**config.mk**
```make
export PLATFORM = sky130hd
export DESIGN_NAME = system_clock_generator
export DESIGN_NICKNAME = d
export VERILOG_FILES = /design/src/hdl/pow2_divider.v /design/src/hdl/ring_tick.v /design/src/hdl/system_clock_generator.v
export VERILOG_INCLUDE_DIRS = /design/src /design/src/include
export SDC_FILE = /design/constraint.sdc
export NUM_CORES = 1
export LEC_CHECK = 0
export BUFFER_PORTS_ARGS = -buffer_cell sky130_fd_sc_hd__buf_4
export CORE_ASPECT_RATIO = 1.25
export CORE_UTILIZATION = 52
export CTS_BUF_LIST = sky130_fd_sc_hd__clkbuf_4 sky130_fd_sc_hd__clkbuf_8
export DETAILED_ROUTE_END_ITERATION = 10
export GPL_TIMING_DRIVEN = 0
export MAX_ROUTING_LAYER = met4
export PLACE_DENSITY = 0.85
export SLEW_MARGIN = 25
export SYNTH_ARGS = -nofsm -noshare
export SYNTH_HDL_FRONTEND = slang
export SYNTH_SLANG_ARGS = --single-unit
```
**constraint.sdc**
```tcl
create_clock -name sys_clk -period 3 [get_ports sys_clk]
set_clock_uncertainty 0.2 [all_clocks]
set_input_delay 0.75 -clock sys_clk [delete_from_list [all_inputs] [get_ports sys_clk]]
set_output_delay 0.75 -clock sys_clk [all_outputs]
set_load 0.02 [all_outputs]
```
**src/include/clock_gen_regs.vh**
```
// Register map, field positions, reset values and clock-source codes of the clock generator.
`ifndef CLOCK_GEN_REGS_VH
`define CLOCK_GEN_REGS_VH
`define PRESCALER_ADDR 16'hFFF3
`define DIVIDER_ADDR 16'hFFFB
`define SLOW_MODE_ADDR 16'hFF58
`define STATUS_ADDR 16'hFF5C
`define PRESCALER_RESET 8'h02
`define DIVIDER_RESET 8'h02
`define SLOW_MODE_RESET 8'h00
`define PRESCALER_MASK 8'h03
`define DIVIDER_MASK 8'h02
`define SLOW_MODE_MASK 8'h01
`define DIVIDE_BIT 1
`define HALT_BIT 0
`define SRC_FAST_RING 2'h0
`define SRC_RESONATOR 2'h1
`define SRC_EXTERNAL 2'h2
`define FAST_RING_KHZ 8000
`define SLOW_RING_KHZ 240
`define SYS_CLK_KHZ 40000
`define MIN_EXEC_CPU_PERIODS 2
`define EXT_MIN_KHZ 500
`define EXT_MAX_KHZ 10000
`endif

```
**src/hdl/pow2_divider.v**
```verilog
// Divides a tick stream by a power of two chosen at run time.
module pow2_divider #(
	parameter integer W = 5
) (
	input wire sys_clk,
	input wire rst,
	input wire in_tick,
	input wire [2:0] shift,
	output reg out_tick
);
	reg [W-1:0] cnt_q;
	wire [W-1:0] mask = ({{(W-1){1'b0}}, 1'b1} << shift) - {{(W-1){1'b0}}, 1'b1};
	always @(posedge sys_clk or posedge rst) begin
		if (rst) begin
			cnt_q <= {W{1'b0}};
			out_tick <= 1'b0;
		end else if (in_tick) begin
			// Ratio changes take effect at once on the running count, so the first period after one may be short.
			out_tick <= ((cnt_q & mask) == mask);
			cnt_q <= ((cnt_q & mask) == mask) ? {W{1'b0}} : cnt_q + {{(W-1){1'b0}}, 1'b1};
		end else begin
			out_tick <= 1'b0;
		end
	end
endmodule

```
**src/hdl/ring_tick.v**
```verilog
// Programmable tick generator that models a ring oscillator from the system clock.
`include "clock_gen_regs.vh"
module ring_tick #(
	parameter integer DIV = 5
) (
	input wire sys_clk,
	input wire rst,
	input wire run,
	output reg tick
);
	// A tick pulse stands for one period of the modelled oscillator.
	reg [15:0] cnt_q;
	always @(posedge sys_clk or posedge rst) begin
		if (rst) begin
			cnt_q <= 16'h0000;
			tick <= 1'b0;
		end else if (!run) begin
			cnt_q <= 16'h0000;
			tick <= 1'b0;
		end else if (cnt_q == DIV[15:0] - 16'h0001) begin
			cnt_q <= 16'h0000;
			tick <= 1'b1;
		end else begin
			cnt_q <= cnt_q + 16'h0001;
			tick <= 1'b0;
		end
	end
endmodule

```
**src/hdl/system_clock_generator.v**
```verilog
// Clock generator: source select, CPU and peripheral dividers, slow interval clock, APB registers.
`include "clock_gen_regs.vh"
// Notes on behaviour
// - Source fixed from configuration strap at startup.
// - Fast ring runs nominal 8 MHz, halts on STOP.
// - Resonator oscillation halts on STOP.
// - External clock gated off on STOP.
// - Fast ring frees both oscillator pins.
// - External clock frees second pin only.
// - Interval clock feeds watchdog and 8-bit timer.
// - Slow ring 240 kHz, software stop if allowed.
// - Both divider registers reset to 02H.
// - Divider registers take bit and byte writes.
// - CPU clock ratio from prescaler and divide bit.
// - Prescaler 01H gives peripheral source/2.
// - Prescaler 02H gives peripheral source/4.
// - Shortest instruction takes two CPU periods.
// - Slow mode bit 0 stops; resets 00H.
// - Stop forbidden: writes ignored, keeps running.
module system_clock_generator #(
	parameter integer FAST_DIV = `SYS_CLK_KHZ / `FAST_RING_KHZ,
	parameter integer SLOW_DIV = `SYS_CLK_KHZ / `SLOW_RING_KHZ
) (
	input wire sys_clk,
	input wire rst,
	input wire psel,
	input wire penable,
	input wire pwrite,
	input wire [15:0] paddr,
	input wire [31:0] pwdata,
	input wire [3:0] pstrb,
	output wire [31:0] prdata,
	output wire pready,
	output wire pslverr,
	input wire [1:0] source_select,
	input wire soft_stop_allowed,
	input wire stop_exec,
	input wire wake,
	input wire osc_pin_a,
	input wire osc_pin_b,
	output reg source_clock,
	output reg cpu_clock,
	output reg periph_clock,
	output reg min_exec_tick,
	output reg interval_clock,
	output reg pin_a_is_port,
	output reg pin_b_is_port,
	output reg stopped,
	output reg slow_running
);
	// Bit-wise write merge: only enabled, implemented bits change.
	function [7:0] merge;
		input [7:0] old;
		input [7:0] wdat;
		input [7:0] bit_en;
		input [7:0] impl;
		begin
			merge = ((old & ~bit_en) | (wdat & bit_en)) & impl;
		end
	endfunction

	function hit;
		input [15:0] addr;
		input [15:0] reg_addr;
		begin
			hit = (addr == reg_addr);
		end
	endfunction

	// The fast-ring decode is shared by the oscillator enable and the pin release; the second-pin decode serves pin release only.
	function src_is_fast;
		input [1:0] src;
		begin
			src_is_fast = (src == `SRC_FAST_RING);
		end
	endfunction

	function src_frees_b;
		input [1:0] src;
		begin
			src_frees_b = (src == `SRC_FAST_RING) | (src == `SRC_EXTERNAL);
		end
	endfunction

	function [7:0] status_word;
		input [1:0] src;
		input soft_ok;
		input halted;
		input slow_on;
		begin
			status_word = {3'h0, slow_on, halted, soft_ok, src};
		end
	endfunction

	reg [7:0] peripheral_prescaler_q;
	reg [7:0] cpu_clock_divider_q;
	reg [7:0] slow_osc_mode_reg_q;
	reg [1:0] src_q;
	reg soft_ok_q;
	reg strap_done_q;
	reg [1:0] state_q;
	reg [1:0] state_d;
	reg ext_prev_q;
	reg [1:0] exec_cnt_q;
	localparam [1:0] ST_RUN = 2'b01;
	localparam [1:0] ST_STOP = 2'b10;
	localparam integer EXEC_LAST = `MIN_EXEC_CPU_PERIODS - 1;

	// Bit enables: pwdata[15:8] when pstrb[1] selects single-bit writes, else byte.
	wire wr_en = psel & penable & pwrite & pstrb[0];
	wire [7:0] bit_en = pstrb[1] ? pwdata[15:8] : 8'hFF;
	wire sel_pre = hit(paddr, `PRESCALER_ADDR);
	wire sel_div = hit(paddr, `DIVIDER_ADDR);
	wire sel_slow = hit(paddr, `SLOW_MODE_ADDR);
	wire sel_stat = hit(paddr, `STATUS_ADDR);
	wire mapped = sel_pre | sel_div | sel_slow | sel_stat;

	assign pready = 1'b1;
	assign pslverr = psel & penable & ~mapped;
	reg [7:0] rd;
	always @* begin
		rd = 8'h00;
		if (sel_pre) begin
			rd = peripheral_prescaler_q;
		end else if (sel_div) begin
			rd = cpu_clock_divider_q;
		end else if (sel_slow) begin
			rd = slow_osc_mode_reg_q;
		end else if (sel_stat) begin
			rd = status_word(src_q, soft_ok_q, stopped, slow_running);
		end
	end
	assign prdata = {24'h000000, rd};

	// Straps are caught by a clocked process on the first edge after reset release.
	always @(posedge sys_clk or posedge rst) begin
		if (rst) begin
			src_q <= `SRC_FAST_RING;
			soft_ok_q <= 1'b0;
			strap_done_q <= 1'b0;
		end else if (!strap_done_q) begin
			src_q <= source_select;
			soft_ok_q <= soft_stop_allowed;
			strap_done_q <= 1'b1;
		end
	end

	always @(posedge sys_clk or posedge rst) begin
		if (rst) begin
			peripheral_prescaler_q <= `PRESCALER_RESET;
		end else if (wr_en && sel_pre) begin
			peripheral_prescaler_q <= merge(peripheral_prescaler_q, pwdata[7:0], bit_en,
				`PRESCALER_MASK);
		end
	end

	always @(posedge sys_clk or posedge rst) begin
		if (rst) begin
			cpu_clock_divider_q <= `DIVIDER_RESET;
		end else if (wr_en && sel_div) begin
			cpu_clock_divider_q <= merge(cpu_clock_divider_q, pwdata[7:0], bit_en,
				`DIVIDER_MASK);
		end
	end

	// Byte write only, and only when the strap permits stopping.
	always @(posedge sys_clk or posedge rst) begin
		if (rst) begin
			slow_osc_mode_reg_q <= `SLOW_MODE_RESET;
		end else if (wr_en && sel_slow && soft_ok_q) begin
			slow_osc_mode_reg_q <= pwdata[7:0] & `SLOW_MODE_MASK;
		end
	end

	// Run/stop control; a wake in the same cycle as a stop request wins.
	always @* begin
		state_d = state_q;
		case (state_q)
			ST_RUN: begin
				if (stop_exec && strap_done_q && !wake) begin
					state_d = ST_STOP;
				end
			end
			ST_STOP: begin
				if (wake) begin
					state_d = ST_RUN;
				end
			end
			default: begin
				state_d = ST_RUN;
			end
		endcase
	end

	// No stabilisation wait is modelled after a wake, so the source restarts at once.
	always @(posedge sys_clk or posedge rst) begin
		if (rst) begin
			state_q <= ST_RUN;
		end else begin
			state_q <= state_d;
		end
	end
	wire stop_active = (state_q == ST_STOP);

	wire fast_tick;
	wire slow_tick;
	wire fast_run = strap_done_q & src_is_fast(src_q) & ~stop_active;
	ring_tick #(.DIV(FAST_DIV)) fast_ring (
		.sys_clk(sys_clk),
		.rst(rst),
		.run(fast_run),
		.tick(fast_tick)
	);
	wire slow_run = ~slow_osc_mode_reg_q[`HALT_BIT] | ~soft_ok_q;
	ring_tick #(.DIV(SLOW_DIV)) slow_ring (
		.sys_clk(sys_clk),
		.rst(rst),
		.run(slow_run),
		.tick(slow_tick)
	);

	// Edges on pin A are the resonator or external clock; the pin range is the far end's duty.
	wire pin_rise = osc_pin_a & ~ext_prev_q;
	reg src_tick;
	always @* begin
		case (src_q)
			`SRC_FAST_RING: src_tick = fast_tick;
			`SRC_RESONATOR: src_tick = pin_rise & ~stop_active;
			`SRC_EXTERNAL: src_tick = pin_rise & ~stop_active;
			default: src_tick = 1'b0;
		endcase
		if (!strap_done_q) begin
			src_tick = 1'b0;
		end
	end

	// CPU ratio as a power of two; prohibited codes fall back to the slowest ratio.
	wire [2:0] sel3 = {peripheral_prescaler_q[1:0], cpu_clock_divider_q[`DIVIDE_BIT]};
	reg [2:0] cpu_shift;
	reg [2:0] per_shift;
	always @* begin
		case (sel3)
			3'h0: cpu_shift = 3'h0;
			3'h2: cpu_shift = 3'h1;
			3'h1: cpu_shift = 3'h2;
			3'h4: cpu_shift = 3'h2;
			3'h3: cpu_shift = 3'h3;
			3'h5: cpu_shift = 3'h4;
			default: cpu_shift = 3'h4;
		endcase
	end

	always @* begin
		case (peripheral_prescaler_q[1:0])
			2'h0: per_shift = 3'h0;
			2'h1: per_shift = 3'h1;
			2'h2: per_shift = 3'h2;
			default: per_shift = 3'h2;
		endcase
	end

	wire cpu_tick;
	wire per_tick;
	pow2_divider #(.W(5)) cpu_div (
		.sys_clk(sys_clk),
		.rst(rst),
		.in_tick(src_tick),
		.shift(cpu_shift),
		.out_tick(cpu_tick)
	);
	pow2_divider #(.W(5)) per_div (
		.sys_clk(sys_clk),
		.rst(rst),
		.in_tick(src_tick),
		.shift(per_shift),
		.out_tick(per_tick)
	);

	// The first edge after reset is masked by the strap wait, so a high pin gives no false edge.
	always @(posedge sys_clk or posedge rst) begin
		if (rst) begin
			ext_prev_q <= 1'b0;
		end else begin
			ext_prev_q <= osc_pin_a;
		end
	end

	// Clock outputs are registered pulses so consumers see clean one-cycle strobes.
	always @(posedge sys_clk or posedge rst) begin
		if (rst) begin
			source_clock <= 1'b0;
			cpu_clock <= 1'b0;
			periph_clock <= 1'b0;
			interval_clock <= 1'b0;
		end else begin
			source_clock <= src_tick;
			cpu_clock <= cpu_tick;
			periph_clock <= per_tick;
			interval_clock <= slow_tick;
		end
	end

	always @(posedge sys_clk or posedge rst) begin
		if (rst) begin
			exec_cnt_q <= 2'h0;
			min_exec_tick <= 1'b0;
		end else begin
			min_exec_tick <= 1'b0;
			if (cpu_tick) begin
				if (exec_cnt_q == EXEC_LAST[1:0]) begin
					exec_cnt_q <= 2'h0;
					min_exec_tick <= 1'b1;
				end else begin
					exec_cnt_q <= exec_cnt_q + 2'h1;
				end
			end
		end
	end

	// Pins stay claimed by the oscillator until the straps are known.
	always @(posedge sys_clk or posedge rst) begin
		if (rst) begin
			pin_a_is_port <= 1'b0;
			pin_b_is_port <= 1'b0;
		end else begin
			pin_a_is_port <= strap_done_q & src_is_fast(src_q);
			pin_b_is_port <= strap_done_q & src_frees_b(src_q);
		end
	end

	always @(posedge sys_clk or posedge rst) begin
		if (rst) begin
			stopped <= 1'b0;
			slow_running <= 1'b0;
		end else begin
			stopped <= stop_active;
			slow_running <= slow_run;
		end
	end
endmodule

```
# After elaboration in Yosys (flattened, before gate mapping)
# Index checks and enable logic that the tools add are counted.
[classes] add_sub_neg=7 eq_ne=20 shift=2 muxes=27 n_bitwise=27 n_reduce_logical=13
[op_table] op="equality test 16 bit (second input constant)" n=4
[op_table] op="2-to-1 mux 16 bit" n=4
[op_table] op="adder 16 x 1 -> 16 bit (second input constant)" n=2
[op_table] op="2-to-1 mux 5 bit" n=6
[op_table] op="equality test 16 x 3 -> 1 bit (second input constant)" n=1
[op_table] op="equality test 16 x 8 -> 1 bit (second input constant)" n=1
[op_table] op="one-hot mux 3 bit (4 select lines)" n=1
[op_table] op="adder 5 x 1 -> 5 bit (second input constant)" n=2
[op_table] op="AND 5 bit" n=2
[op_table] op="equality test 5 bit" n=2
[op_table] op="subtractor 5 x 1 -> 5 bit (second input constant)" n=2
[op_table] op="AND 1 bit" n=9
[op_table] op="2-to-1 mux 1 bit" n=9
[op_table] op="equality test 2 x 1 -> 1 bit (second input constant)" n=4
[op_table] op="2-to-1 mux 2 bit" n=4
[op_table] op="one-hot mux 2 bit (2 select lines)" n=2
[op_table] op="AND 2 bit" n=3
[op_table] op="equality test 3 x 2 -> 1 bit (second input constant)" n=2
[op_table] op="logical AND 1 bit" n=6
[op_table] op="inverter 1 bit" n=5
[op_table] op="OR 1 bit" n=5
[op_table] op="left shift 1 x 2 -> 5 bit (first input constant)" n=1
[op_table] op="left shift 1 x 3 -> 5 bit (first input constant)" n=1
[op_table] op="equality test 2 bit (second input constant)" n=2
[op_table] op="other kinds (12)" n=16
[word_totals] reg_bits=68 in_bits=64 out_inout_bits=43 wordCells=122

# Depth between registers and ports, before layout
[logic_depth] depth_word=8 depth_mapped=7

# Cells and area by module
# Synthesis repeated with hierarchy kept, for this count alone.
[unflattened] cells_unflattened=361 hier_area_um2=3636.0
[modules_own_cells] module="system_clock_generator" n_inst=1 cells_per_inst=116 area_per_inst_um2=1236.2 seq_area_each_um2=554.3
[modules_own_cells] module="ring_tick at fast_ring" n_inst=1 cells_per_inst=87 area_per_inst_um2=864.6 seq_area_each_um2=425.4
[modules_own_cells] module="ring_tick at slow_ring" n_inst=1 cells_per_inst=86 area_per_inst_um2=849.6 seq_area_each_um2=425.4
[modules_own_cells] module="pow2_divider" n_inst=2 cells_per_inst=36 area_per_inst_um2=342.8 seq_area_each_um2=150.1

# Worst setup path after synthesis
# OpenSTA, ideal clock, no wires.
[synth_path] path_type="input to output" from="input paddr[9]" to="output prdata[0]" arrival_time_ns=2.003 required_time_ns=2.050 path_slack_ns=0.047 cell_stages=3 n_path_buf=0 cell_sequence="nand4_2 or4_4 o21ai_0"
[synth_via] elab_chain_len=5 word_cells_on_any_way=8
[synth_lines] element="start: declaration" line_no="system_clock_generator.v:29" text="input wire [15:0] paddr,"
[synth_lines] element="equality test 16 bit" line_no="system_clock_generator.v:66" text="hit = (addr == reg_addr);"
[synth_lines] element="2-to-1 mux 5 bit" line_no="system_clock_generator.v:129" text="end else if (sel_stat) begin"
[synth_lines] element="2-to-1 mux 5 bit" line_no="system_clock_generator.v:127" text="end else if (sel_slow) begin"
[synth_lines] element="2-to-1 mux 5 bit" line_no="system_clock_generator.v:125" text="end else if (sel_div) begin"
[synth_lines] element="2-to-1 mux 5 bit (*)" line_no="system_clock_generator.v:123" text="if (sel_pre) begin"
[synth_lines] element="end: declaration" line_no="system_clock_generator.v:32" text="output wire [31:0] prdata,"
# Mark *: on every way between the ends. The rest lies on a longest branch, timed or not.

# Final worst setup path
[layout_path] from="input paddr[7]" to="output pslverr"
[layout_via] elab_chain_len=6 word_cells_on_any_way=9
[layout_lines] element="equality test 16 bit" line_no="system_clock_generator.v:66"
[layout_lines] element="OR 1 bit (2 in series)" line_no="system_clock_generator.v:116" text="wire mapped = sel_pre | sel_div | sel_slow | sel_stat;"
[layout_lines] element="OR 1 bit (*)" line_no="system_clock_generator.v:116"
[layout_lines] element="inverter 1 bit (*)" line_no="system_clock_generator.v:119" text="assign pslverr = psel & penable & ~mapped;"
[layout_lines] element="AND 1 bit (*)" line_no="system_clock_generator.v:119"
[layout_lines] element="end: declaration" line_no="system_clock_generator.v:34" text="output wire pslverr,"
# Marked as above.

==> results.md <==
* Status: finished, violations left
* Failing checks: setup timing
* Skew-Pair Late Insertion Delay at 0.34 ns
* Met3 Usage GRT at 0.05580
* Max Clk Rate at 0.3286 GHz
* Syn Area/Cell at 10.24 um2
* Detailed Place HPWL at 4565 um
* Cells after synthesis at 321
* Commonest non-fill, non-tap cells in the layout: buf_4 (73), dfrtp_1 (61), nor2_1 (40), conb_1 (29)
* Fin. max-slew vios at 0
* Final hold violation count at 0
* Filler cell count at 449
* Seq/Total Area, Yosys at 0.4884
* Detailed Route Iter0 Violations at 138
* Die W at 73.11 um
* Setup CP Type: in -> out
* Async SR Flop Fraction at 1.000
* Max-cap viol count at 0
* Pre-CTS setup slack at -0.08247 ns
* WL/cell at 13.35 um
* TritonCTS clock tree: yes
* Non-Filler Instances at 500
* Largest net degree at the start of global routing at 38
* Via Count at 2570
* Antenna violations before repair at 0
* Reg clk slew, reported paths at 0.07 ns
* Core ar. at 6126 um2
* Gr busiest metal: met2
* Synthesized flop and latch total at 64
* Final WL at 6677 um
* Main synth FF type: dfrtp_1
* Layout cell share with drive strength beyond 1 at 0.2771
* CTS Hold Buffers Added at 0
* Clk buf depth at 2
* RePlAce Congestion at 0.8612
* Starting Density at 0.5366
* Tmin final at 3.044 ns
* Grt total ovfl at 0
* Antenna cells at 0
* Yosys warning count at 0
* # H-tree levels at 3
* Total power at 2014 uW
* Placed Cells at 481
* Final setup vio count at 4
* Cell Area, Placed at 3870 um2
* Number of core rows at 32
* RSZ-0062 raised after global routing: true
* Leak Pwr at 0.002028 uW
* Crit share post-route at 1.015
* Die ar. at 6645 um2
* Crit Path Max Fanout at 5
* M2 GR Usage at 0.3503
* Pre-antenna DRT Iters at 4
* Vias in the first global route at 2433
* Area delta synth->final at 26.72%
* Fin worst setup slack at -0.04365 ns
* CTS Sinks at 64
* Final instance area at 4165 um2
* First-pass GRT wire length at 10250 um
* IO Port Bufs at 47
* GRT met1 Usage at 0.2208
* Peak VDD IR at 0.4248 mV
* Drt via density at 5.140
* HP Class: reg -> reg
* CTS buffer count at 9
* Final nets at 483
* Data arrival time of the worst path at 2.09 ns
* Area of the mapped netlist at 3287 um2
* Gr usage total at 0.2087
* Commonest non-fill, non-tap cell in the layout: buf_4
* Worst setup EP type: primary output
* Netlist cell types at 52
* Startpoint types: primary input
* Root Buffer: clkbuf_8
* PwrDens at 483.6 nW/um2
* EDFF count, synth at 0
* Vert. Die Dim at 90.89 um
* Worst EP required at 2.05 ns
* Antenna viol nets, final at 0
* IO Pins at 107
* Number of remaining DRC errors at 0
-- path summary, 6_finish.rpt --
kind | endpoint | depth (start not counted) | start | slack (ns)
setup / recovery | pslverr | 6 | paddr[7] | -0.04
hold / removal | interval_clock | 0 | slow_ring.tick | 0.15
setup reg to reg | fast_ring.cnt_q[11] | 7 | fast_ring.cnt_q[0] | 0.79
hold reg to reg | interval_clock | 0 | slow_ring.tick | 0.15
min in group asynchronous | slow_ring.cnt_q[6] | 2 | rst | 0.19
max in group asynchronous | async pin | 3 | rst | 1.85
-- repair_timing --
| item | 4_1_cts | 5_1_grt |
|---|---|---|
| hold endpoints to repair | 0 | 0 |
| endpoints found under the setup margin | 6 | 5 |
| buffers inserted | 1 | 2 |
| cloned | 0 | 0 |
| pin swaps | 2 | 3 |
| resized for setup | 6 | 2 |
-- report_power, final --
group | leakage [uW] | internal, uW | switching (uW)
Sequential | 0.000846 | 892 | 26.9
Combinational | 0.00106 | 93.3 | 107
Clock | 0.000119 | 553 | 342
-- final cells by class --
cell class / count / area, um2 / share of cell area
clock buffer: 9 / 123.9 / 0.02974
buffer: 33 / 230.2 / 0.05527
timing repair buffer: 51 / 414.1 / 0.09943
clock inverter: 7 / 120.1 / 0.02884
inverter: 19 / 73.82 / 0.01772
multi-input combinational: 232 / 1491 / 0.3581
sequential: 64 / 1605 / 0.3854
tap: 85 / 106.4 / 0.02553
-- layer usage --
metal / share of wire / wire length (um) / up-vias
li1: - / - / 1234
met1: 0.40 / 2669 / 1214
met2: 0.51 / 3415 / 99
met3: 0.055 / 368 / 23
met4: 0.033 / 223 / 0
met5: 0 / 0 / -
-- worst max-delay path, cell delays in order --
cell	delay [ns]
buf_6	0.09
or4bb_4	0.54
nor4_4	0.20
buf_4	0.18
and4b_1	0.20
buf_6	0.13
-- state kept, by name, summed over array words and instances, names as in the netlist, 2 cells and up, named ones only --
signal           cells
cpu_div.cnt_q        4
exec_cnt_q           2
fast_ring.cnt_q     16
per_div.cnt_q        2
slow_ring.cnt_q     16
src_q                2
state_q              2
-- metrics by stage --
step | utilization | hold WS (ns) | TNS, ns
3_3_place_gp | 0.6281 | 0.1340 | -13.80
4_1_cts | 0.6759 | 0.1543 | -0.2732
3_5_place_dp | 0.6317 | 0.1378 | -0.1895
2_1_floorplan | - | 0.1312 | 0
5_1_grt | 0.6799 | 0.1599 | -0.2036
6_report | 0.6799 | 0.1521 | -0.05472
-- logic make-up (layout without fill, tap and decap cells) --
| kind of cell | after synthesis | in the layout | share of synthesized area |
|---|---|---|---|
| DFF | 64 | 64 | 0.4884 |
| muxes | 9 | 9 | 0.03045 |
| and+or+nand+nor | 136 | 136 | 0.2303 |
| buffers and inverters | 52 | 119 | 0.09174 |
| adders and majority gates | 9 | 9 | 0.03426 |
| AOI/OAI and AO/OA | 23 | 23 | 0.05330 |
| xor gates and xnor gates | 26 | 26 | 0.06928 |
| other | 2 | 29 | 0.002285 |
-- cell usage after synthesis, types with 8 or more instances --
| library cell | number | area share |
|---|---|---|
| nand2_1 | 18 | 0.021 |
| inv_1 | 19 | 0.022 |
| nand4_1 | 11 | 0.021 |
| dfrtp_1 | 61 | 0.46 |
| buf_4 | 28 | 0.064 |
| nand3_1 | 15 | 0.023 |
| nor2_1 | 40 | 0.046 |
| nor3_1 | 8 | 0.012 |
| ha_1 | 9 | 0.034 |
| xnor2_1 | 15 | 0.040 |
| xor2_1 | 11 | 0.029 |
| nor4_1 | 8 | 0.015 |
No activity file was read; power rests on OpenSTA's default activity.
